<file path="src/irq_pkg.sv">
package irq_pkg;

    localparam int          NUM_SRC         = 17;
    localparam int          IDX_W           = 5;
    localparam logic [15:0] VEC_RESET       = 16'h0000;
    localparam logic [15:0] VEC_BASE        = 16'h0003;
    localparam logic [15:0] VEC_STRIDE      = 16'h0008;

    // AXI byte addresses of the registers
    localparam logic [7:0]  ADDR_ENABLE     = 8'hA8;
    localparam logic [7:0]  ADDR_LEVEL      = 8'hB8;
    localparam logic [7:0]  ADDR_PEND       = 8'hC0;
    localparam logic [7:0]  ADDR_STATUS     = 8'hC4;

    localparam logic [7:0]  ENABLE_RESET    = 8'h00;
    localparam logic [7:0]  LEVEL_RESET     = 8'h80;

    // bit positions in the enable and level registers
    localparam int          BIT_GATE        = 7;
    localparam int          BIT_SPI         = 6;
    localparam int          BIT_TIMER2      = 5;
    localparam int          BIT_UART0       = 4;
    localparam int          BIT_TIMER1      = 3;
    localparam int          BIT_EXT1        = 2;
    localparam int          BIT_TIMER0      = 1;
    localparam int          BIT_EXT0        = 0;
    localparam int          BIT_LEVEL_FIXED = 7;

    // source order indexes; hardware clears only 0 to 3 on vectoring
    localparam int          SRC_EXT0        = 0;
    localparam int          SRC_TIMER0      = 1;
    localparam int          SRC_EXT1        = 2;
    localparam int          SRC_TIMER1      = 3;
    localparam int          SRC_UART0       = 4;
    localparam int          SRC_TIMER2      = 5;
    localparam int          SRC_SPI         = 6;

    localparam logic [1:0]  RESP_OKAY       = 2'b00;
    localparam logic [1:0]  RESP_SLVERR     = 2'b10;

    typedef struct packed {
        logic        valid;
        logic        high;
        logic [4:0]  index;
    } winner_t;

    typedef enum logic [1:0] {
        LVL_NONE,
        LVL_LOW,
        LVL_HIGH
    } level_t;

endpackage

</file>
<file path="src/irq_prio_pick.sv">
`timescale 1ns/1ns
`default_nettype none
module irq_prio_pick
(
    // requests already gated and their level bits
    input  wire logic [16:0]     req,
    input  wire logic [16:0]     high,
    // winner
    output irq_pkg::winner_t     win
);
    import irq_pkg::*;

    function automatic winner_t pick(input logic [16:0] r);
        winner_t w;
        w = '0;
        for (int i = NUM_SRC - 1; i >= 0; i--)
        begin
            if (r[i])
            begin
                w.valid = 1'b1;
                w.index = IDX_W'(i);
            end
        end
        return w;
    endfunction

    winner_t w_hi;
    winner_t w_lo;

    always_comb
    begin
        w_hi = pick(req & high);
        w_lo = pick(req & ~high);
        // high level first, lower index breaks ties
        if (w_hi.valid)
        begin
            win      = w_hi;
            win.high = 1'b1;
        end
        else
        begin
            win = w_lo;
        end
    end
endmodule
`default_nettype wire

</file>
<file path="src/irq_regs.sv">
`timescale 1ns/1ns
`default_nettype none
module irq_regs
(
    // clock and reset
    input  wire logic            aclk,
    input  wire logic            aresetn,
    // write address and data
    input  wire logic [7:0]      awaddr,
    input  wire logic            awvalid,
    output logic                 awready,
    input  wire logic [31:0]     wdata,
    input  wire logic [3:0]      wstrb,
    input  wire logic            wvalid,
    output logic                 wready,
    output logic [1:0]           bresp,
    output logic                 bvalid,
    input  wire logic            bready,
    // read
    input  wire logic [7:0]      araddr,
    input  wire logic            arvalid,
    output logic                 arready,
    output logic [31:0]          rdata,
    output logic [1:0]           rresp,
    output logic                 rvalid,
    input  wire logic            rready,
    // state shown to software
    input  wire logic [16:0]     pend_view,
    input  wire logic [7:0]      status_view,
    // register values
    output logic [7:0]           enable_bits,
    output logic [6:0]           level_bits,
    output logic                 pend_wr,
    output logic [16:0]          pend_wdata
);
    import irq_pkg::*;

    logic       aw_held;
    logic       w_held;
    logic [7:0] aw_addr;
    logic [7:0] w_byte;
    logic       w_lane;
    logic [16:0] w_word;
    logic       do_write;

    assign awready  = ~aw_held & ~bvalid;
    assign wready   = ~w_held & ~bvalid;
    assign arready  = ~rvalid;
    assign do_write = aw_held & w_held & ~bvalid;

    always_ff @(posedge aclk)
    begin
        if (!aresetn)
        begin
            aw_held <= 1'b0;
            w_held  <= 1'b0;
            aw_addr <= 8'h00;
            w_byte  <= 8'h00;
            w_lane  <= 1'b0;
            w_word  <= 17'h00000;
        end
        else
        begin
            if (awvalid && awready)
            begin
                aw_held <= 1'b1;
                aw_addr <= awaddr;
            end
            else if (do_write)
            begin
                aw_held <= 1'b0;
            end
            if (wvalid && wready)
            begin
                w_held <= 1'b1;
                w_byte <= wdata[7:0];
                w_lane <= wstrb[0];
                w_word <= wdata[16:0];
            end
            else if (do_write)
            begin
                w_held <= 1'b0;
            end
        end
    end

    always_ff @(posedge aclk)
    begin
        if (!aresetn)
        begin
            bvalid <= 1'b0;
            bresp  <= RESP_OKAY;
        end
        else if (do_write)
        begin
            bvalid <= 1'b1;
            bresp  <= (aw_addr == ADDR_ENABLE || aw_addr == ADDR_LEVEL ||
                       aw_addr == ADDR_PEND) ? RESP_OKAY : RESP_SLVERR;
        end
        else if (bready)
        begin
            bvalid <= 1'b0;
        end
    end

    always_ff @(posedge aclk)
    begin
        if (!aresetn)
        begin
            enable_bits <= ENABLE_RESET;
            level_bits  <= LEVEL_RESET[6:0];
        end
        else if (do_write && w_lane)
        begin
            if (aw_addr == ADDR_ENABLE)
            begin
                enable_bits <= w_byte;
            end
            // top bit of the level register is not stored
            if (aw_addr == ADDR_LEVEL)
            begin
                level_bits <= w_byte[6:0];
            end
        end
    end

    // pending write lets software raise any source by hand
    assign pend_wr    = do_write && (aw_addr == ADDR_PEND);
    assign pend_wdata = w_word;

    always_ff @(posedge aclk)
    begin
        if (!aresetn)
        begin
            rvalid <= 1'b0;
            rdata  <= 32'h00000000;
            rresp  <= RESP_OKAY;
        end
        else if (arvalid && arready)
        begin
            rvalid <= 1'b1;
            rresp  <= RESP_OKAY;
            case (araddr)
                ADDR_ENABLE: rdata <= {24'h000000, enable_bits};
                ADDR_LEVEL: rdata <= {24'h000000, 1'b1, level_bits};
                ADDR_PEND:   rdata <= {15'h0000, pend_view};
                ADDR_STATUS: rdata <= {24'h000000, status_view};
                default:
                begin
                    rdata <= 32'h00000000;
                    rresp <= RESP_SLVERR;
                end
            endcase
        end
        else if (rready)
        begin
            rvalid <= 1'b0;
        end
    end
endmodule
`default_nettype wire

</file>
<file path="src/two_level_vectored_irq_ctrl.sv">
// Overview of operation
// - global gate low blocks every request
// - with gate high, sources 0-6 each need enable; 7-16 pass
// - bit 6 gates spi requests
// - bit 5 gates both timer 2 flags
// - bit 4 gates uart0 requests
// - bits 3 and 1 gate timer1/timer0
// - bits 2 and 0 gate ext1/ext0
// - level bits 0-6 select high priority
// - level bit 7 reads one, ignores writes
// - vectors 0x0003 plus 8*index, lower index wins within a level
// - hardware clears only ext and timer0/1 flags
// - flags set even while source disabled
// - high preempts low; equal waits for return
// - requests sampled and decoded every clock
// - still-pending flag re-requests after return
//
// Implementation choice: register access over AXI4-Lite.
`timescale 1ns/1ns
`default_nettype none
module two_level_vectored_irq_ctrl
(
    // clock and reset
    input  wire logic            aclk,
    input  wire logic            aresetn,
    // axi4-lite write
    input  wire logic [7:0]      s_axi_awaddr,
    input  wire logic            s_axi_awvalid,
    output logic                 s_axi_awready,
    input  wire logic [31:0]     s_axi_wdata,
    input  wire logic [3:0]      s_axi_wstrb,
    input  wire logic            s_axi_wvalid,
    output logic                 s_axi_wready,
    output logic [1:0]           s_axi_bresp,
    output logic                 s_axi_bvalid,
    input  wire logic            s_axi_bready,
    // axi4-lite read
    input  wire logic [7:0]      s_axi_araddr,
    input  wire logic            s_axi_arvalid,
    output logic                 s_axi_arready,
    output logic [31:0]          s_axi_rdata,
    output logic [1:0]           s_axi_rresp,
    output logic                 s_axi_rvalid,
    input  wire logic            s_axi_rready,
    // external request pins, already conditioned as active high
    input  wire logic            ext_request_0,
    input  wire logic            ext_request_1,
    // peripheral flag set pulses, same clock
    input  wire logic            timer0_overflow_flag,
    input  wire logic            timer1_overflow_flag,
    // level flags held by peripherals, index 4 upward
    input  wire logic            uart0_flag,
    input  wire logic            timer2_high_overflow,
    input  wire logic            timer2_low_overflow,
    input  wire logic            spi_flag,
    input  wire logic [9:0]      ext_src_flags,
    // core side
    output logic                 irq_request,
    output logic [15:0]          irq_vector,
    input  wire logic            vector_call,
    input  wire logic            return_from_isr,
    // software clear of latched flags 0..3, pulse per bit
    input  wire logic [3:0]      flag_clear
);
    import irq_pkg::*;

    logic [1:0]  ext0_sync;
    logic [1:0]  ext1_sync;
    logic        ext0_prev;
    logic        ext1_prev;
    logic        ext0_edge;
    logic        ext1_edge;
    logic        ext0_pending;
    logic        ext1_pending;
    logic        tmr0_pend;
    logic        tmr1_pend;
    logic        sw_pend_wr;
    logic [16:0] sw_pend_data;
    logic [16:0] sw_pend;
    logic [16:0] pending;
    logic [16:0] src_en;
    logic [16:0] src_high;
    logic [16:0] gated;
    logic [16:0] eligible;
    logic [7:0]  enable_bits;
    logic [6:0]  level_bits;
    logic        global_irq_gate;
    logic        spi_irq_en;
    logic        timer2_irq_en;
    logic        uart0_irq_en;
    logic        timer1_irq_en;
    logic        ext1_irq_en;
    logic        timer0_irq_en;
    logic        ext0_irq_en;
    logic        low_active;
    logic        high_active;
    logic        granted_high;
    logic [4:0]  granted_index;
    logic [4:0]  offer_index;
    logic        take;
    winner_t     win;
    level_t      level_now;
    logic [7:0]  status_view;

    // two flip-flops before anything looks at the pins
    always_ff @(posedge aclk)
    begin
        if (!aresetn)
        begin
            ext0_sync <= 2'b00;
            ext1_sync <= 2'b00;
            ext0_prev <= 1'b0;
            ext1_prev <= 1'b0;
        end
        else
        begin
            ext0_sync <= {ext0_sync[0], ext_request_0};
            ext1_sync <= {ext1_sync[0], ext_request_1};
            ext0_prev <= ext0_sync[1];
            ext1_prev <= ext1_sync[1];
        end
    end

    assign ext0_edge = ext0_sync[1] & ~ext0_prev;
    assign ext1_edge = ext1_sync[1] & ~ext1_prev;

    assign take = vector_call & irq_request;

    // latched flags: set wins over any clear in the same cycle
    // flags latch regardless of enable state
    always_ff @(posedge aclk)
    begin
        if (!aresetn)
        begin
            ext0_pending <= 1'b0;
            ext1_pending <= 1'b0;
            tmr0_pend    <= 1'b0;
            tmr1_pend    <= 1'b0;
        end
        else
        begin
            if (ext0_edge || (sw_pend_wr && sw_pend_data[SRC_EXT0]))
                ext0_pending <= 1'b1;
            else if (flag_clear[SRC_EXT0] ||
                     (take && offer_index == 5'(SRC_EXT0)))
                ext0_pending <= 1'b0;
            if (ext1_edge || (sw_pend_wr && sw_pend_data[SRC_EXT1]))
                ext1_pending <= 1'b1;
            else if (flag_clear[SRC_EXT1] ||
                     (take && offer_index == 5'(SRC_EXT1)))
                ext1_pending <= 1'b0;
            if (timer0_overflow_flag ||
                (sw_pend_wr && sw_pend_data[SRC_TIMER0]))
                tmr0_pend <= 1'b1;
            else if (flag_clear[SRC_TIMER0] ||
                     (take && offer_index == 5'(SRC_TIMER0)))
                tmr0_pend <= 1'b0;
            if (timer1_overflow_flag ||
                (sw_pend_wr && sw_pend_data[SRC_TIMER1]))
                tmr1_pend <= 1'b1;
            else if (flag_clear[SRC_TIMER1] ||
                     (take && offer_index == 5'(SRC_TIMER1)))
                tmr1_pend <= 1'b0;
        end
    end

    // software-set bits for the peripheral-owned sources stay until
    // software writes zero; hardware never clears them
    always_ff @(posedge aclk)
    begin
        if (!aresetn)
            sw_pend <= 17'h00000;
        else if (sw_pend_wr)
            sw_pend <= {sw_pend_data[16:4], 4'h0};
    end

    assign pending = {ext_src_flags,
                      spi_flag,
                      timer2_high_overflow | timer2_low_overflow,
                      uart0_flag,
                      tmr1_pend, ext1_pending, tmr0_pend, ext0_pending}
                     | sw_pend;

    assign global_irq_gate = enable_bits[BIT_GATE];
    assign spi_irq_en      = enable_bits[BIT_SPI];
    assign timer2_irq_en   = enable_bits[BIT_TIMER2];
    assign uart0_irq_en    = enable_bits[BIT_UART0];
    assign timer1_irq_en   = enable_bits[BIT_TIMER1];
    assign ext1_irq_en     = enable_bits[BIT_EXT1];
    assign timer0_irq_en   = enable_bits[BIT_TIMER0];
    assign ext0_irq_en     = enable_bits[BIT_EXT0];

    // extended sources have no enable register here, so pass them
    assign src_en = {10'h3FF, spi_irq_en, timer2_irq_en, uart0_irq_en,
                     timer1_irq_en, ext1_irq_en, timer0_irq_en,
                     ext0_irq_en};
    assign src_high = {10'h000, level_bits};

    assign gated = global_irq_gate ? (pending & src_en)
                                   : 17'h00000;

    // only levels above the active one may be presented
    always_comb
    begin
        if (high_active)
            eligible = 17'h00000;
        else if (low_active)
            eligible = gated & src_high;
        else
            eligible = gated;
    end

    irq_prio_pick u_pick
    (
        .req  (eligible),
        .high (src_high),
        .win  (win)
    );

    // decoded every clock; request registered
    always_ff @(posedge aclk)
    begin
        if (!aresetn)
        begin
            irq_request <= 1'b0;
            irq_vector  <= VEC_RESET;
            offer_index <= 5'h00;
        end
        else if (take)
        begin
            irq_request <= 1'b0;
        end
        else
        begin
            irq_request <= win.valid;
            // kept with the vector: a newer winner must not steal the call
            offer_index <= win.index;
            irq_vector  <= VEC_BASE +
                           VEC_STRIDE * {11'h000, win.index};
        end
    end

    always_ff @(posedge aclk)
    begin
        if (!aresetn)
        begin
            granted_high  <= 1'b0;
            granted_index <= 5'h00;
        end
        else if (take)
        begin
            granted_high  <= src_high[offer_index];
            granted_index <= offer_index;
        end
    end

    // active level stack: two levels, return pops the top
    always_ff @(posedge aclk)
    begin
        if (!aresetn)
        begin
            low_active  <= 1'b0;
            high_active <= 1'b0;
        end
        else if (take)
        begin
            if (src_high[offer_index])
                high_active <= 1'b1;
            else
                low_active <= 1'b1;
        end
        else if (return_from_isr)
        begin
            // relies on core reporting each return
            if (high_active)
                high_active <= 1'b0;
            else
                low_active <= 1'b0;
        end
    end

    always_comb
    begin
        case ({high_active, low_active})
            2'b00:   level_now = LVL_NONE;
            2'b01:   level_now = LVL_LOW;
            default: level_now = LVL_HIGH;
        endcase
    end

    assign status_view = {1'b0, level_now, granted_high, granted_index[3:0]};

    irq_regs u_regs
    (
        .aclk        (aclk),
        .aresetn     (aresetn),
        .awaddr      (s_axi_awaddr),
        .awvalid     (s_axi_awvalid),
        .awready     (s_axi_awready),
        .wdata       (s_axi_wdata),
        .wstrb       (s_axi_wstrb),
        .wvalid      (s_axi_wvalid),
        .wready      (s_axi_wready),
        .bresp       (s_axi_bresp),
        .bvalid      (s_axi_bvalid),
        .bready      (s_axi_bready),
        .araddr      (s_axi_araddr),
        .arvalid     (s_axi_arvalid),
        .arready     (s_axi_arready),
        .rdata       (s_axi_rdata),
        .rresp       (s_axi_rresp),
        .rvalid      (s_axi_rvalid),
        .rready      (s_axi_rready),
        .pend_view   (pending),
        .status_view (status_view),
        .enable_bits (enable_bits),
        .level_bits  (level_bits),
        .pend_wr     (sw_pend_wr),
        .pend_wdata  (sw_pend_data)
    );

    gate_off_a: assert property (@(posedge aclk) disable iff (!aresetn)
        !global_irq_gate |=> !irq_request)
        else $error("request raised with gate off");

    need_en_a: assert property (@(posedge aclk) disable iff (!aresetn)
        (irq_request && !$past(take)) |->
        $past(src_en[win.index] && global_irq_gate))
        else $error("request without enable");

    spi_gate_a: assert property (@(posedge aclk) disable iff (!aresetn)
        (pending == 17'h00040 && global_irq_gate && spi_irq_en &&
         !low_active && !high_active && !take)
        |=> irq_request)
        else $error("spi request not passed");

    vec_value_a: assert property (@(posedge aclk) disable iff (!aresetn)
        (win.valid && !take) |=>
        irq_vector == 16'h0003 + 16'h0008 * {11'h000, $past(win.index)})
        else $error("wrong vector");

    level_ro_a: assert property (@(posedge aclk) disable iff (!aresetn)
        (s_axi_rvalid && $past(s_axi_araddr == ADDR_LEVEL &&
                               s_axi_arvalid && s_axi_arready))
        |-> s_axi_rdata[7])
        else $error("level bit 7 read zero");

    hw_clear_a: assert property (@(posedge aclk) disable iff (!aresetn)
        (take && offer_index == 5'(SRC_TIMER0) && !timer0_overflow_flag &&
         !(sw_pend_wr && sw_pend_data[SRC_TIMER0])) |=> !tmr0_pend)
        else $error("timer0 flag not cleared on vectoring");

    latch_dis_a: assert property (@(posedge aclk) disable iff (!aresetn)
        (timer1_overflow_flag && !timer1_irq_en) |=> tmr1_pend)
        else $error("flag lost while disabled");

    no_nest_a: assert property (@(posedge aclk) disable iff (!aresetn)
        high_active |=> !irq_request)
        else $error("request during high service");

    re_req_a: assert property (@(posedge aclk) disable iff (!aresetn)
        (return_from_isr && !high_active && low_active && !take &&
         gated != 17'h00000) |-> ##[1:2] irq_request)
        else $error("no re-request after return");

endmodule
`default_nettype wire

</file>
<file path="config.mk">
export PLATFORM = sky130hd
export DESIGN_NAME = two_level_vectored_irq_ctrl
export DESIGN_NICKNAME = d
export VERILOG_FILES = /design/src/irq_pkg.sv /design/src/irq_prio_pick.sv /design/src/irq_regs.sv /design/src/two_level_vectored_irq_ctrl.sv
export SDC_FILE = /design/constraint.sdc
export NUM_CORES = 1
export LEC_CHECK = 0
export ABC_CLOCK_PERIOD_IN_PS = 1900
export CORE_MARGIN = 8
export CORE_UTILIZATION = 50
export CTS_BUF_LIST = sky130_fd_sc_hd__clkbuf_4 sky130_fd_sc_hd__clkbuf_8
export DETAILED_ROUTE_END_ITERATION = 8
export DONT_BUFFER_PORTS = 1
export GPL_TIMING_DRIVEN = 0
export SYNTH_ARGS = -nofsm -noshare
export SYNTH_HDL_FRONTEND = slang
export SYNTH_SLANG_ARGS = --single-unit
</file>
<file path="constraint.sdc">
create_clock -name aclk -period 1.9 [get_ports aclk]
set_input_delay 0.38 -clock aclk [delete_from_list [all_inputs] [get_ports aclk]]
set_output_delay 0.38 -clock aclk [all_outputs]
set_load 0.03 [all_outputs]
</file>
# After elaboration in Yosys (flattened, before gate mapping)
# Index checks and enable logic that the tools add are counted.
[word_totals] romBits=0 latch_bits=0 out_inout_bits=58 in_bits=83 register_bits=141 elab_cells=206 memories=0 ram_bits=0
[classes] eq_ne=14 muxes=100 n_mul=0 n_reduce_logical=40 bitwise=21 n_lt_le_gt_ge=1 div_mod_pow=0 shifts=0 add_sub_neg=1
[ops] cell="2-to-1 mux 5 bit" n=34
[ops] cell="one-hot mux 17 bit (4 select lines)" n=1
[ops] cell="2-to-1 mux 1 bit" n=57
[ops] cell="equality test 8 bit, second input constant" n=7
[ops] cell="2-to-1 mux 17 bit" n=3
[ops] cell="bitwise AND 17 bit" n=2
[ops] cell="bitwise AND 17 x 7 -> 17 bit" n=2
[ops] cell="nonzero test 2 bit" n=9
[ops] cell="inverter 7 -> 17 bit" n=1
[ops] cell="OR 17 bit" n=1
[ops] cell="logical AND 1 bit" n=13
[ops] cell="equality test 5 x 2 -> 1 bit, second input constant" n=2
[ops] cell="logical OR 1 bit" n=10
[ops] cell="adder 2 x 8 -> 9 bit, first input constant" n=1
[ops] cell="bitwise AND 1 bit" n=7
[ops] cell="2-to-1 mux 7 bit" n=1
[ops] cell="inverter 1 bit" n=7
[ops] cell="< comparator 5 x 6 -> 1 bit, second input constant" n=1
[ops] cell="AND reduction 2 bit" n=3
[ops] cell="binary-select mux 1 bit (select 5 bit)" n=1
[ops] cell="equality test 5 x 1 -> 1 bit, second input constant" n=1
[ops] cell="zero test 5 bit" n=1
[ops] cell="2-to-1 mux 2 bit" n=2
[ops] cell="!= test 2 x 1 -> 1 bit, second input constant" n=2
[ops] cell="8 further kinds" n=8

# Logic depth before layout (Yosys ltp)
# Gate-level depths: netlist of the first run.
[logic_depth] depth_word=27 depth_mapped=7 depth_no_buf=5

# By module
# Synthesis of the first run repeated with hierarchy kept, for this count alone.
[hier_totals] cells_unflattened=618 hier_area_um2=5365.1
[by_module_without_submodules] module="irq_regs" n_inst=1 seq_area_each_um2=1281.2 cells_each=321 area_each_um2=2996.6
[by_module_without_submodules] module="two_level_vectored_irq_ctrl" n_inst=1 seq_area_each_um2=740.7 cells_each=206 area_each_um2=1789.2
[by_module_without_submodules] module="irq_prio_pick" n_inst=1 seq_area_each_um2=0.0 cells_each=91 area_each_um2=579.3

# Worst setup path after synthesis of the first run
# OpenSTA, ideal clock, no wires.
[synth_timing] path_type="register to register" startpoint="reg u_regs.bvalid" endpoint="reg u_regs.w_word[10] (netlist: u_regs.pend_wdata[10])" period_less_slack_ns=1.932 path_slack_ns=-0.032 path_stages_with_launch=7 path_buffers=2 arrival_time_ns=1.861 setup_ns=0.070 cell_sequence="dfxtp_1 nor2_1 and2_1 clkbuf_1 clkbuf_1 nand2_1 a21oi_1"
[synth_between] elab_chain_cells=3
[synth_lines] element="start, declared" line="irq_regs.sv:17" source="output logic bvalid,"
[synth_lines] element="start signal, assigned" line="irq_regs.sv:91" source="bvalid <= 1'b0;"
[synth_lines] element="start signal, assigned" line="irq_regs.sv:96" source="bvalid <= 1'b1;"
[synth_lines] element="start signal, assigned" line="irq_regs.sv:102" source="bvalid <= 1'b0;"
[synth_lines] element="inverter 1 bit" line="irq_regs.sv:47" source="assign wready = ~w_held & ~bvalid;"
[synth_lines] element="bitwise AND 1 bit" line="irq_regs.sv:47"
[synth_lines] element="via s_axi_wready" line="two_level_vectored_irq_ctrl.sv:33" source="output logic s_axi_wready,"
[synth_lines] element="logical AND 1 bit" line="irq_regs.sv:73" source="if (wvalid && wready)"
[synth_lines] element="end signal, assigned" line="irq_regs.sv:78" source="w_word <= wdata[16:0];"
[synth_lines] element="end, declared" line="irq_regs.sv:43" source="logic [16:0] w_word;"
# The timed path passes the listed nets, and every way through them passes these cells.
# A chain may end at the register's enable or synchronous reset.

# Final worst setup path of the first run
[layout_timing] startpoint="reg high_active" endpoint="reg offer_index[0]"
[layout_between] elab_chain_cells=20 word_cells_on_any_way=53 classes_between="mux (51); bitwise (2)"
[layout_lines] element="start, declared" line="two_level_vectored_irq_ctrl.sv:96" source="logic high_active;"
[layout_lines] element="start signal, assigned" line="two_level_vectored_irq_ctrl.sv:263" source="high_active <= 1'b0;"
[layout_lines] element="start signal, assigned" line="two_level_vectored_irq_ctrl.sv:268" source="high_active <= 1'b1;"
[layout_lines] element="start signal, assigned" line="two_level_vectored_irq_ctrl.sv:276" source="high_active <= 1'b0;"
[layout_lines] element="2-to-1 mux 17 bit (*)" line="two_level_vectored_irq_ctrl.sv:205" source="if (high_active)"
[layout_lines] element="bitwise AND 17 x 7 -> 17 bit" line="irq_prio_pick.sv:32" source="w_hi = pick(req & high);"
[layout_lines] element="2-to-1 mux 1 bit (17 in a row)" line="irq_prio_pick.sv:18" source="if (r[i])"
[layout_lines] element="2-to-1 mux 7 bit (*)" line="irq_prio_pick.sv:35" source="if (w_hi.valid)"
[layout_lines] element="end signal, assigned" line="two_level_vectored_irq_ctrl.sv:237" source="offer_index <= win.index;"
[layout_lines] element="end, declared" line="two_level_vectored_irq_ctrl.sv:99" source="logic [4:0] offer_index;"
# Every way passes the cells marked *; elsewhere a longest branch is shown, timed or not.

==> results of run 1 <==
worst min-delay path by stage:
stage | slack (ns) | startpoint | to
floorplan | 0.41 | ext0_sync[0]$_SDFF_PN0_ | ext0_sync[1]$_SDFF_PN0_
global placement | 0.41 | ext1_sync[0]$_SDFF_PN0_ | ext1_sync[1]$_SDFF_PN0_
detailed placement | 0.42 | ext1_sync[0]$_SDFF_PN0_ | ext1_sync[1]$_SDFF_PN0_
CTS | 0.12 | s_axi_awaddr[2] | u_regs.aw_addr[2]$_SDFFE_PN0P_
global route | 0.12 | s_axi_awaddr[2] | u_regs.aw_addr[2]$_SDFFE_PN0P_
finish | 0.13 | s_axi_awaddr[1] | u_regs.aw_addr[1]$_SDFFE_PN0P_
registers in the layout (all words and copies together), names as in the netlist, 2 cells and up:
register / cells
u_regs.rdata: 17
granted_index: 4
u_regs.pend_wdata: 17
u_regs.aw_addr: 8
sw_pend: 13
u_regs.level_bits: 7
offer_index: 4
u_regs.enable_bits: 8
ext1_sync: 2
ext0_sync: 2
irq_vector: 2
logic make-up after synthesis:
group | count (synthesis)
and+or+nand+nor | 225
AOI/OAI and AO/OA | 120
DFF | 101
buffers and inverters | 68
muxes | 33
other | 1
stage by stage:
| stage | utilization, % | hold WS [ns] |
|---|---|---|
| final | 56.6 | 0.134 |
| after global placement | 53.3 | 0.414 |
| after global routing | 56.6 | 0.122 |
| after floorplan | - | 0.412 |
| after CTS | 56.0 | 0.119 |
| after detailed placement | 53.3 | 0.417 |
power by group through the flow:
| stage | registers [uW] | logic, uW | clock network (uW) |
|---|---|---|---|
| 5_1_grt | 2240 | 418 | 1610 |
| 2_1_floorplan | 2260 | 308 | 0 |
| 6_report | 2240 | 376 | 1510 |
| 4_1_cts | 2230 | 374 | 1550 |
| 3_5_place_dp | 2280 | 374 | 0 |
| 3_3_place_gp | 2280 | 367 | 0 |
metal layers:
metal,vias up,track usage [%],wire length [um],share of wire (%)
met2,149,33.3,6090,48
met4,0,6.83,201,1.6
met3,16,6.71,1090,8.6
li1,1916,-,-,-
met5,-,0,0,0
met1,1796,24.1,5370,42
placed cells by master, fill, tap and decap left out, types with 5 or more instances in the layout:
master and instances:
mux2i_1 29, conb_1 26, nor2_1 65, clkbuf_8 10
nor2_2 10, and2_1 8, buf_4 27, nand2_1 83
dfxtp_1 97, inv_1 15, o21ai_0 18, buf_1 5
nand3b_1 8, nand3_1 10, a21oi_1 52, clkbuf_1 9
final cells by class:
class / count / area, sq um
Inverter: 16 / 60.1
Buffer: 49 / 329
Sequential cell: 101 / 2030
Clock buffer: 9 / 124
Fill cell: 909 / 3960
Clock inverter: 6 / 95.1
Tap cell: 111 / 139
Multi-Input combinational cell: 404 / 2380
cell usage after synthesis, drive strengths merged, types with 5 or more instances:
cell,instances,share of area (%)
a21oi,53,5.7
nor4,5,0.68
inv,16,1.3
mux2i,29,6.3
o21ai,21,2.3
buf,37,5.9
and2,10,1.4
nor2,77,6.8
nand2,84,6.9
nand3,10,1.1
clkbuf,15,1.4
dfxtp,101,44
nand3b,8,1.3
repair_timing:
item / in CTS / in global routing
setup endpoints to repair: 46 / 38
hold buffers: 0 / 0
gates cloned: 0 / 0
gates resized for setup: 10 / 15
==> results by group, run 1 <==
Hold path
  – Hold Path Class: in -> reg
  – Hold Path Stages: 2

Route
  – Post-Route WL: around 13000 um
  – Initial DRC count: 242
  – DR vias: a little under 4000
  – DRC viols: 0
  – Mean routed wirelength per cell: 18.3 um
  – Routed vias/inst: around 5.6
  – Drt first pass iters: 5
  – Routed Antenna Nets: 0

CTS
  – Clock Tree Buf Depth: 2
  – Clock Pin Slew Worst Setup and Hold Paths: 0.10 ns
  – CTS tree: done
  – Root buf cell: clkbuf_8
  – CTS Sinks: 101
  – Number of CTS-inserted buffers: 9
  – Clock latency on the worst-skew pair: 0.36 ns
  – Post-CTS Setup Inserts: 0
  – Htree depth: 3

Global routing
  – Gr usage total: between 20% and 30%
  – Gr ovfl total: 0
  – Vias in the first global route: roughly 3800
  – Largest net degree at the start of global routing: 18
  – Antenna violations before repair: 0
  – First-pass GRT wire length: around 20000 um

Synthesis
  – Compound-Gate Fraction of Synth Area: 16.4%
  – Synth Area in Simple Gates: 23.7%
  – Post-Synth Adder-Cell Area: 0%
  – Syn_area_per_cell: 8.43 sq um
  – Yosys Warn Count: 0
  – Post-synth ARST share: 0%
  – Sequential share of the synthesized area: about 44%
  – Post-synthesis mux area share: 7.50%
  – Post-synth EDFFs: 0
  – Xor-xnor portion of the synthesized cell area: 0%
  – Post-synth design cell area: approximately 4600 sq um
  – Top FF cell, synth: dfxtp_1
  – Cells after Synth: roughly 550
  – Register bit total from synthesis: 101
  – Main combinational cell family by area after synthesis: simple AND/OR/NAND/NOR gates
  – Distinct cells, synth: 67

Timing
  – Worst-Margin Slew: 0.680 ns
  – Final clock skew: 0.0115 ns
  – Final Worst Setup Slack: 0.0818 ns
  – Min cycle time layout: 1.82 ns
  – Total negative slack: 0 ns
  – Final Max Slew Viols: 0
  – Slew HR: a little over half
  – F_max: 550 MHz
  – Setup violators final: 0
  – Unrepaired setup endpoints after global routing: false
  – Final hold violations: 0
  – Fin crit share: 95.7%

Worst setup path
  – Max incr delay on CP: approximately 0.43 ns
  – Crit-path leading delay family: compound AO/OA/AOI/OAI gates
  – Critical-path top delay cell: a2111oi_1
  – Reg2Reg Setup Slack: between 0.08 and 0.09 ns
  – Worst path required time: 2.16 ns
  – Worst reg-to-reg path cell count: 6
  – Critical path peak fanout: 9
  – RR Startpoint: high_active$_SDFFE_PN0P_
  – Nature of the critical path endpoint: flip-flop
  – RR Endpoint: offer_index[0]$_SDFFE_PN0N_
  – Worst path bufs/invs: 1
  – Critical Path Start Type: flip-flop
  – Kind of critical path: reg -> reg
  – WP data arrival: 2.08 ns
  – CP Depth: 6
  – Crit. Startpoint: high_active$_SDFFE_PN0P_
  – Worst Setup EP: offer_index[0]$_SDFFE_PN0N_
  – Crit path cell chain: nand2b_1 -> buf_2 -> a2111oi_1 -> nor2_1 -> o31a_1 -> o22ai_1

Cells and area
  – Syn-to-layout area delta: 11.5%
  – Final Cell Area: 5150 sq um
  – Non-Filler Instances: between 600 and 700
  – Layout cells sized above 1: between 10% and 20%
  – N_diodes: 0
  – NumNets Final: 664

Power and ir drop
  – Sw Ratio: 26.2%
  – Leak pwr: 0.00210 uW
  – Clock Power Share: 36.7%
  – Peak supply drop: 0.440 mV
  – Power Total: between 4000 and 5000 uW
  – Pint: a little over 3000 uW
  – Comb pwr share: a little under a tenth
  – Net Switching: 1080 uW
  – Pwr/cell area: roughly 800 nW/um^2
  – Seq pwr share: 54.2%

Place
  – DP HPWL: between 9000 and 10000 um
  – IO buf count: 0
  – Post-place setup slack: -0.319 ns
  – Placed cell area: 4860 sq um
  – Placed insts: 684
  – GP Congestion: 0.892

Floorplan
  – Chip Height: 112 um
  – Ports: 141
  – Core box area: 9110 sq um
  – Die Span X: around 110 um
  – Rows: 35
  – Initial core utilization: roughly 51%
  – DIE AREA: 12600 sq um

Run
  – Max-Cap Viols: 0

Outcome
  – Status: finished clean
Note: power is estimated with default switching activity, not from simulation.
==> run 2, diff against run 1 <==
CORE_MARGIN = 2   (was 8)
CTS_BUF_LIST = sky130_fd_sc_hd__clkbuf_2   (was sky130_fd_sc_hd__clkbuf_4 sky130_fd_sc_hd__clkbuf_8)
==> run 2 against run 1 <==
Net effect: clock-buffer cell count grew 2; flip-flop and latch count unchanged; sequential share of layout area down 1.7 points; die area is 20% lower; cell area is 4.7% higher; sequential power is essentially flat; total power fell by 12%; hold slack got worse by 0.10 ns; first-iteration DRC count is 32% higher; fmax fell by 2.0%; register-to-register slack worse by 0.04 ns; clock skew increased by 0.0099 ns; critical endpoint is now irq_vector[7]$_SDFFE_PN0N_; highest routed layer unchanged.
==> results by group, run 2 (synthesized netlist as in run 1, its figures left out) <==
Route
  – DR vias: 4070 (was 3877)
  – Met2 wire len: 5890 um (was 6090 um)
  – DRC viols: 0 (unchanged)
  – WL met3: 800 um (was 1090 um)
  – Mean routed wirelength per cell: 16.7 um (was 18.3 um)
  – Post-Route WL: 12300 um (was 12800 um)
  – Routed Antenna Nets: 0 (unchanged)
  – Post-Route M1 WL: 5350 um (was 5370 um)
  – Top Metal Used: met4 (unchanged)
  – Drt first pass iters: 5 (unchanged)
  – Routed vias/inst: 5.55 (was 5.57)
  – Initial DRC count: 319 (was 242)

CTS
  – Clock Pin Slew Worst Setup and Hold Paths: 0.28 ns (was 0.10 ns)
  – Clock latency on the worst-skew pair: 0.57 ns (was 0.36 ns)
  – Htree depth: 3 (unchanged)
  – Post-CTS Setup Inserts: 0 (unchanged)
  – CTS Sinks: 101 (unchanged)
  – Root buf cell: clkbuf_2 (was clkbuf_8)
  – Number of CTS-inserted buffers: 9 (unchanged)
  – CTS tree: done (unchanged)
  – Clock Tree Buf Depth: 2 (unchanged)

Worst setup path
  – Critical path peak fanout: 3 (was 9)
  – Worst path required time: 2.42 ns (was 2.16 ns)
  – Critical Path Start Type: flip-flop (unchanged)
  – WP data arrival: 2.37 ns (was 2.08 ns)
  – Kind of critical path: reg -> reg (unchanged)
  – Nature of the critical path endpoint: flip-flop (unchanged)

Power and ir drop
  – Sw Ratio: 29.6% (was 26.2%)
  – Seq pwr share: 61.9% (was 54.2%)
  – Pwr/cell area: 672 nW/um^2 (was 801 nW/um^2)
  – Leak pwr: 0.00221 uW (was 0.00210 uW)
  – Clock Power Share: 26.1% (was 36.7%)
  – Pint: 2550 uW (was 3040 uW)
  – Comb pwr share: 12.0% (was 9.1%)
  – Net Switching: 1070 uW (was 1080 uW)
  – Peak supply drop: 0.415 mV (was 0.440 mV)

Timing
  – Final hold violations: 0 (unchanged)
  – F_max: 539 MHz (was 550 MHz)
  – Slew HR: 53.0% (was 54.5%)
  – Worst-Margin Slew: 0.705 ns (was 0.680 ns)
  – Setup violators final: 0 (unchanged)
  – Unrepaired setup endpoints after global routing: false (unchanged)
  – Fin crit share: 97.7% (was 95.7%)
  – Final Worst Setup Slack: 0.0446 ns (was 0.0818 ns)
  – Min cycle time layout: 1.86 ns (was 1.82 ns)
  – Final clock skew: 0.0214 ns (was 0.0115 ns)
  – Final Max Slew Viols: 0 (unchanged)
  – Hold WS: 0.0319 ns (was 0.134 ns)

Cells and area
  – Commonest non-fill, non-tap cell in the layout: dfxtp_1 (unchanged)
  – Fillers: 849 (was 909)
  – N_diodes: 0 (unchanged)
  – Layout cells sized above 1: 15.6% (about the same)
  – NumNets Final: 700 (was 664)
  – Most frequent cells in the layout: dfxtp_1 (95), nand2_1 (82), nor2_1 (63) (was dfxtp_1 (97), nand2_1 (83), nor2_1 (65))
  – Final Core Density: 59.2% (was 56.6%)
  – Syn-to-layout area delta: 16.7% (was 11.5%)

Global routing
  – Gr usage total: 24.8% (was 20.2%)
  – First-pass GRT wire length: 19200 um (was 20100 um)
  – Vias in the first global route: 3720 (was 3777)
  – Antenna violations before repair: 0 (unchanged)
  – Gr ovfl total: 0 (unchanged)
  – Largest net degree at the start of global routing: 18 (unchanged)

Place
  – DP HPWL: 9040 um (was 9830 um)
  – IO buf count: 0 (unchanged)
  – Post-place setup slack: -0.283 ns (was -0.319 ns)
  – GP Congestion: 0.866 (was 0.892)

Outcome
  – Status: finished clean (unchanged)

Run
  – Max-Cap Viols: 0 (unchanged)

Hold path
  – Hold Path Class: in -> reg (unchanged)

Floorplan
  – Die Span X: 100 um (was 112 um)
  – Core box area: 9110 sq um (unchanged)
  – Rows: 35 (unchanged)
  – Ports: 141 (unchanged)
  – DIE AREA: 10000 sq um (was 12600 sq um)
  – Initial core utilization: 50.7% (unchanged)
  – Chip Height: 100 um (was 112 um)
==> run 2: metrics by stage <==
stage / TNS (ns) / cells / cell area [sq um] / total power (uW)
5_1_grt: 0 / 733 / 5400 / 3810
3_5_place_dp: -6.91 / 684 / 4860 / 2650
4_1_cts: 0 / 734 / 5350 / 3640
6_report: 0 / 733 / 5400 / 3630
2_1_floorplan: 0 / 573 / 4720 / 2570
3_3_place_gp: -5.68 / 684 / 4860 / 2640
==> run 2: final timing paths <==
kind | slack (ns) | cells after the start | from | endpoint
setup / recovery | 0.04 | 5 | sw_pend[8]$_SDFFE_PN0P_ | irq_vector[7]$_SDFFE_PN0N_
hold / removal | 0.03 | 3 | return_from_isr | high_active$_SDFFE_PN0P_
setup reg to reg | 0.04 | 5 | sw_pend[8]$_SDFFE_PN0P_ | irq_vector[7]$_SDFFE_PN0N_
hold reg to reg | 0.46 | 2 | ext0_sync[1]$_SDFF_PN0_ | ext0_prev$_SDFF_PN0_
==> run 2: timing repair <==
action / in CTS / in global routing
pin swaps: 0 / 0
hold endpoints to repair: 36 / 0
hold buffers: 36 / 0
setup endpoints to repair: 43 / 45
resized for setup: 12 / 16
==> run 2: area by class of cell <==
cell class                 instances  area, sq um  share of cell area, %
multi-input combinational        404         2370                   44.0
sequential                       101         2030                   37.7
timing repair buffer              36          360                   6.68
buffer                            49          329                   6.10
tap                              111          139                   2.57
inverter                          16         60.1                   1.11
clock buffer                      11         55.1                   1.02
clock inverter                     5         43.8                  0.812
==> run 2: power groups by stage <==
stage,logic (uW),registers [uW],clock network [uW]
finish,436,2240,947
global route,478,2260,1070
CTS,432,2240,965
detailed placement,371,2280,0
global placement,366,2280,0
floorplan,308,2260,0
==> run 2: worst max-delay path: stages (launching register included) <==
cell	delay, ns
dfxtp_1	0.39
nor4_1	0.51
nand2_1	0.11
nor2_1	0.21
or4b_1	0.45
o21ai_1	0.16
==> run 2: routing by layer <==
layer,vias up,GRT usage (%)
met4,0,7.27
met3,18,4.18
li1,1995,-
met2,139,40.8
met5,-,0
met1,1918,33.5
==> run 3, diff against run 2 <==
RECOVER_POWER = 50   (was unset)
REMOVE_ABC_BUFFERS = 1   (was unset)
==> run 3 against run 2 <==
Net effect: register-to-register slack improved by 0.05 ns; sequential share of layout area increased by 1.7 points; clock-buffer cell count unchanged; combinational power decreased by 16%; total power increased by 4.3%; critical path depth decreased by 4; die area unchanged; via count decreased by 6.4%; first-iteration DRC count decreased by 44%; global-route usage decreased by 2.1 points; critical endpoint is now s_axi_arready.
==> results by group, run 3 (synthesized netlist as in run 1, its figures left out) <==
Worst setup path
  – Worst reg-to-reg path cell count: 5 (unchanged)
  – Worst path required time: 1.52 ns (was 2.42 ns)
  – Kind of critical path: reg -> out (was reg -> reg)
  – Crit path cell chain: inv_1 (was nor4_1 -> nand2_1 -> nor2_1 -> or4b_1 -> o21ai_1)
  – Critical-path top delay cell: dfxtp_1 (was nor4_1)
  – RR Endpoint: u_regs.rdata[9]$_SDFFE_PN0P_ (was irq_vector[7]$_SDFFE_PN0N_)
  – Reg2Reg Setup Slack: 0.1 ns (was 0.04 ns)
  – WP data arrival: 1.42 ns (was 2.37 ns)
  – Critical Path Start Type: flip-flop (unchanged)
  – Worst path bufs/invs: 1 (was 0)
  – Crit-path leading delay family: flip-flops (was simple AND/OR/NAND/NOR gates)
  – Nature of the critical path endpoint: primary output (was flip-flop)
  – RR Startpoint: u_regs.rvalid$_SDFFE_PN0P_ (was sw_pend[8]$_SDFFE_PN0P_)
  – Max incr delay on CP: 0.62 ns (was 0.51 ns)
  – Critical path peak fanout: 4 (was 3)

Timing
  – Final hold violations: 0 (unchanged)
  – Hold WS: 0.0477 ns (was 0.0319 ns)
  – Setup violators final: 0 (unchanged)
  – Fin crit share: 94.8% (was 97.7%)
  – Slew HR: 51.4% (was 53.0%)
  – Unrepaired setup endpoints after global routing: false (unchanged)
  – Final clock skew: 0.0304 ns (was 0.0214 ns)
  – Worst-Margin Slew: 0.726 ns (was 0.705 ns)
  – F_max: 555 MHz (was 539 MHz)
  – Min cycle time layout: 1.80 ns (was 1.86 ns)
  – Final Max Slew Viols: 0 (unchanged)

Place
  – DP HPWL: 7700 um (was 9040 um)
  – Placed insts: 632 (was 684)
  – GP Congestion: 0.935 (was 0.866)
  – IO buf count: 0 (unchanged)

CTS
  – Clock Tree Buf Depth: 2 (unchanged)
  – Clock Pin Slew Worst Setup and Hold Paths: 0.27 ns (was 0.28 ns)
  – Htree depth: 3 (unchanged)
  – Number of CTS-inserted buffers: 9 (unchanged)
  – Root buf cell: clkbuf_2 (unchanged)
  – Post-CTS Setup Inserts: 0 (unchanged)
  – CTS Sinks: 101 (unchanged)
  – Clock latency on the worst-skew pair: 0.55 ns (was 0.57 ns)
  – CTS tree: done (unchanged)

Global routing
  – Antenna violations before repair: 0 (unchanged)
  – First-pass GRT wire length: 18100 um (was 19200 um)
  – Largest net degree at the start of global routing: 83 (was 18)
  – Vias in the first global route: 3579 (was 3720)
  – Gr ovfl total: 0 (unchanged)
  – Gr usage total: 22.6% (was 24.8%)

Route
  – Routed vias/inst: 5.56 (was 5.55)
  – Routed Antenna Nets: 0 (unchanged)
  – WL met3: 751 um (was 800 um)
  – Post-Route M1 WL: 5240 um (was 5350 um)
  – DR vias: 3811 (was 4070)
  – Initial DRC count: 180 (was 319)
  – Mean routed wirelength per cell: 16.4 um (was 16.7 um)
  – Drt first pass iters: 5 (unchanged)
  – Post-Route WL: 11300 um (was 12300 um)
  – Met2 wire len: 5110 um (was 5890 um)
  – Top Metal Used: met4 (unchanged)
  – DRC viols: 0 (unchanged)

Floorplan
  – Initial core utilization: 50.7% (unchanged)
  – Core box area: 9110 sq um (unchanged)
  – Rows: 35 (unchanged)
  – Ports: 141 (unchanged)
  – Chip Height: 100 um (unchanged)
  – Die Span X: 100 um (unchanged)
  – DIE AREA: 10000 sq um (unchanged)

Power and ir drop
  – Power Total: 3780 uW (was 3630 uW)
  – Pwr/cell area: 736 nW/um^2 (was 672 nW/um^2)
  – Seq pwr share: 59.4% (was 61.9%)
  – Comb pwr share: 9.7% (was 12.0%)
  – Clock Power Share: 30.9% (was 26.1%)
  – Pint: 2770 uW (was 2550 uW)
  – Sw Ratio: 26.9% (was 29.6%)
  – Peak supply drop: 0.361 mV (was 0.415 mV)
  – Net Switching: 1020 uW (was 1070 uW)
  – Leak pwr: 0.00205 uW (was 0.00221 uW)

Cells and area
  – Reg area: 2030 sq um (about the same)
  – Syn-to-layout area delta: 11.3% (was 16.7%)
  – Non-Filler Instances: 685 (was 733)
  – Layout cells sized above 1: 10.3% (was 15.6%)
  – Most frequent cells in the layout: dfxtp_1 (98), nand2_1 (82), nor2_1 (62) (was dfxtp_1 (95), nand2_1 (82), nor2_1 (63))
  – Fillers: 851 (was 849)
  – Commonest non-fill, non-tap cell in the layout: dfxtp_1 (unchanged)
  – NumNets Final: 652 (was 700)
  – Area of the multi-input gates: 2390 sq um (was 2370 sq um)
  – N_diodes: 0 (unchanged)

Run
  – Max-Cap Viols: 0 (unchanged)

Hold path
  – Hold Startpoint: aresetn (was return_from_isr)
  – Hold Crit Endpoint: u_regs.aw_addr[4]$_SDFFE_PN0P_ (was high_active$_SDFFE_PN0P_)
  – Hold Path Class: in -> reg (unchanged)
  – Hold Path Stages: 2 (was 3)

Outcome
  – Status: finished clean (unchanged)
-- run 3: cell types whose count changed in the layout (fill, tap and decap cells not counted), sizes merged --
cell      delta
buf         -36
clkbuf      -12
bufinv       +2
clkinvlp     -2
clkinv       +1
inv          -1
-- run 3: per-stage QoR --
stage	worst slack (ns)	TNS [ns]	instance area (sq um)	util, %
3_5_place_dp	-0.326	-10.17	4520	49.6
4_1_cts	0.0300	0	5080	55.8
5_1_grt	0.00232	0	5140	56.5
3_3_place_gp	-0.340	-9.78	4520	49.6
2_1_floorplan	0.154	0	4380	-
6_report	0.0990	0	5140	56.5
-- run 3: cell type report --
cell class | instances | share of cell area [%]
Timing Repair Buffer | 37 | 7.54
Tap cell | 111 | 2.70
Sequential cell | 101 | 39.4
Clock inverter | 5 | 1.58
Inverter | 16 | 1.19
Clock buffer | 11 | 1.07
Multi-Input combinational cell | 404 | 46.5
-- run 3: worst max path at each step --
stage,cells after the start,from,end,slack (ns)
final,1,u_regs.rvalid$_SDFFE_PN0P_,s_axi_arready,0.1
after global routing,4,u_regs.enable_bits[7]$_SDFFE_PN0P_,offer_index[0]$_SDFFE_PN0N_,0.002
after CTS,5,sw_pend[14]$_SDFFE_PN0P_,irq_vector[7]$_SDFFE_PN0N_,0.03
after detailed placement,4,irq_request$_SDFF_PP0_,tmr1_pend$_SDFFE_PN0P_,-0.33
after global placement,4,irq_request$_SDFF_PP0_,tmr1_pend$_SDFFE_PN0P_,-0.34
after floorplan,4,irq_request$_SDFF_PP0_,tmr1_pend$_SDFFE_PN0P_,0.15
-- run 3: timing repair --
item                                   4_1_cts  5_1_grt
cloned                                       0        0
hold buffers                                36        0
pin swaps                                    0        1
endpoints found under the hold margin       41        0
resized for setup                           17       12
setup endpoints to repair                   58       39
-- run 3: power groups by stage --
stage,registers [uW],logic (uW),clock network [uW]
6_report,2250,368,1170
5_1_grt,2260,406,1280
4_1_cts,2250,356,1200
3_5_place_dp,2280,289,0
3_3_place_gp,2280,285,0
2_1_floorplan,2270,241,0
-- run 3: metal layers --
metal | vias to the layer above | track usage [%]
li1 | 1893 | -
met1 | 1765 | 31.3
met2 | 140 | 35.2
met3 | 13 | 4.53
met4 | 0 | 8.22
met5 | - | 0
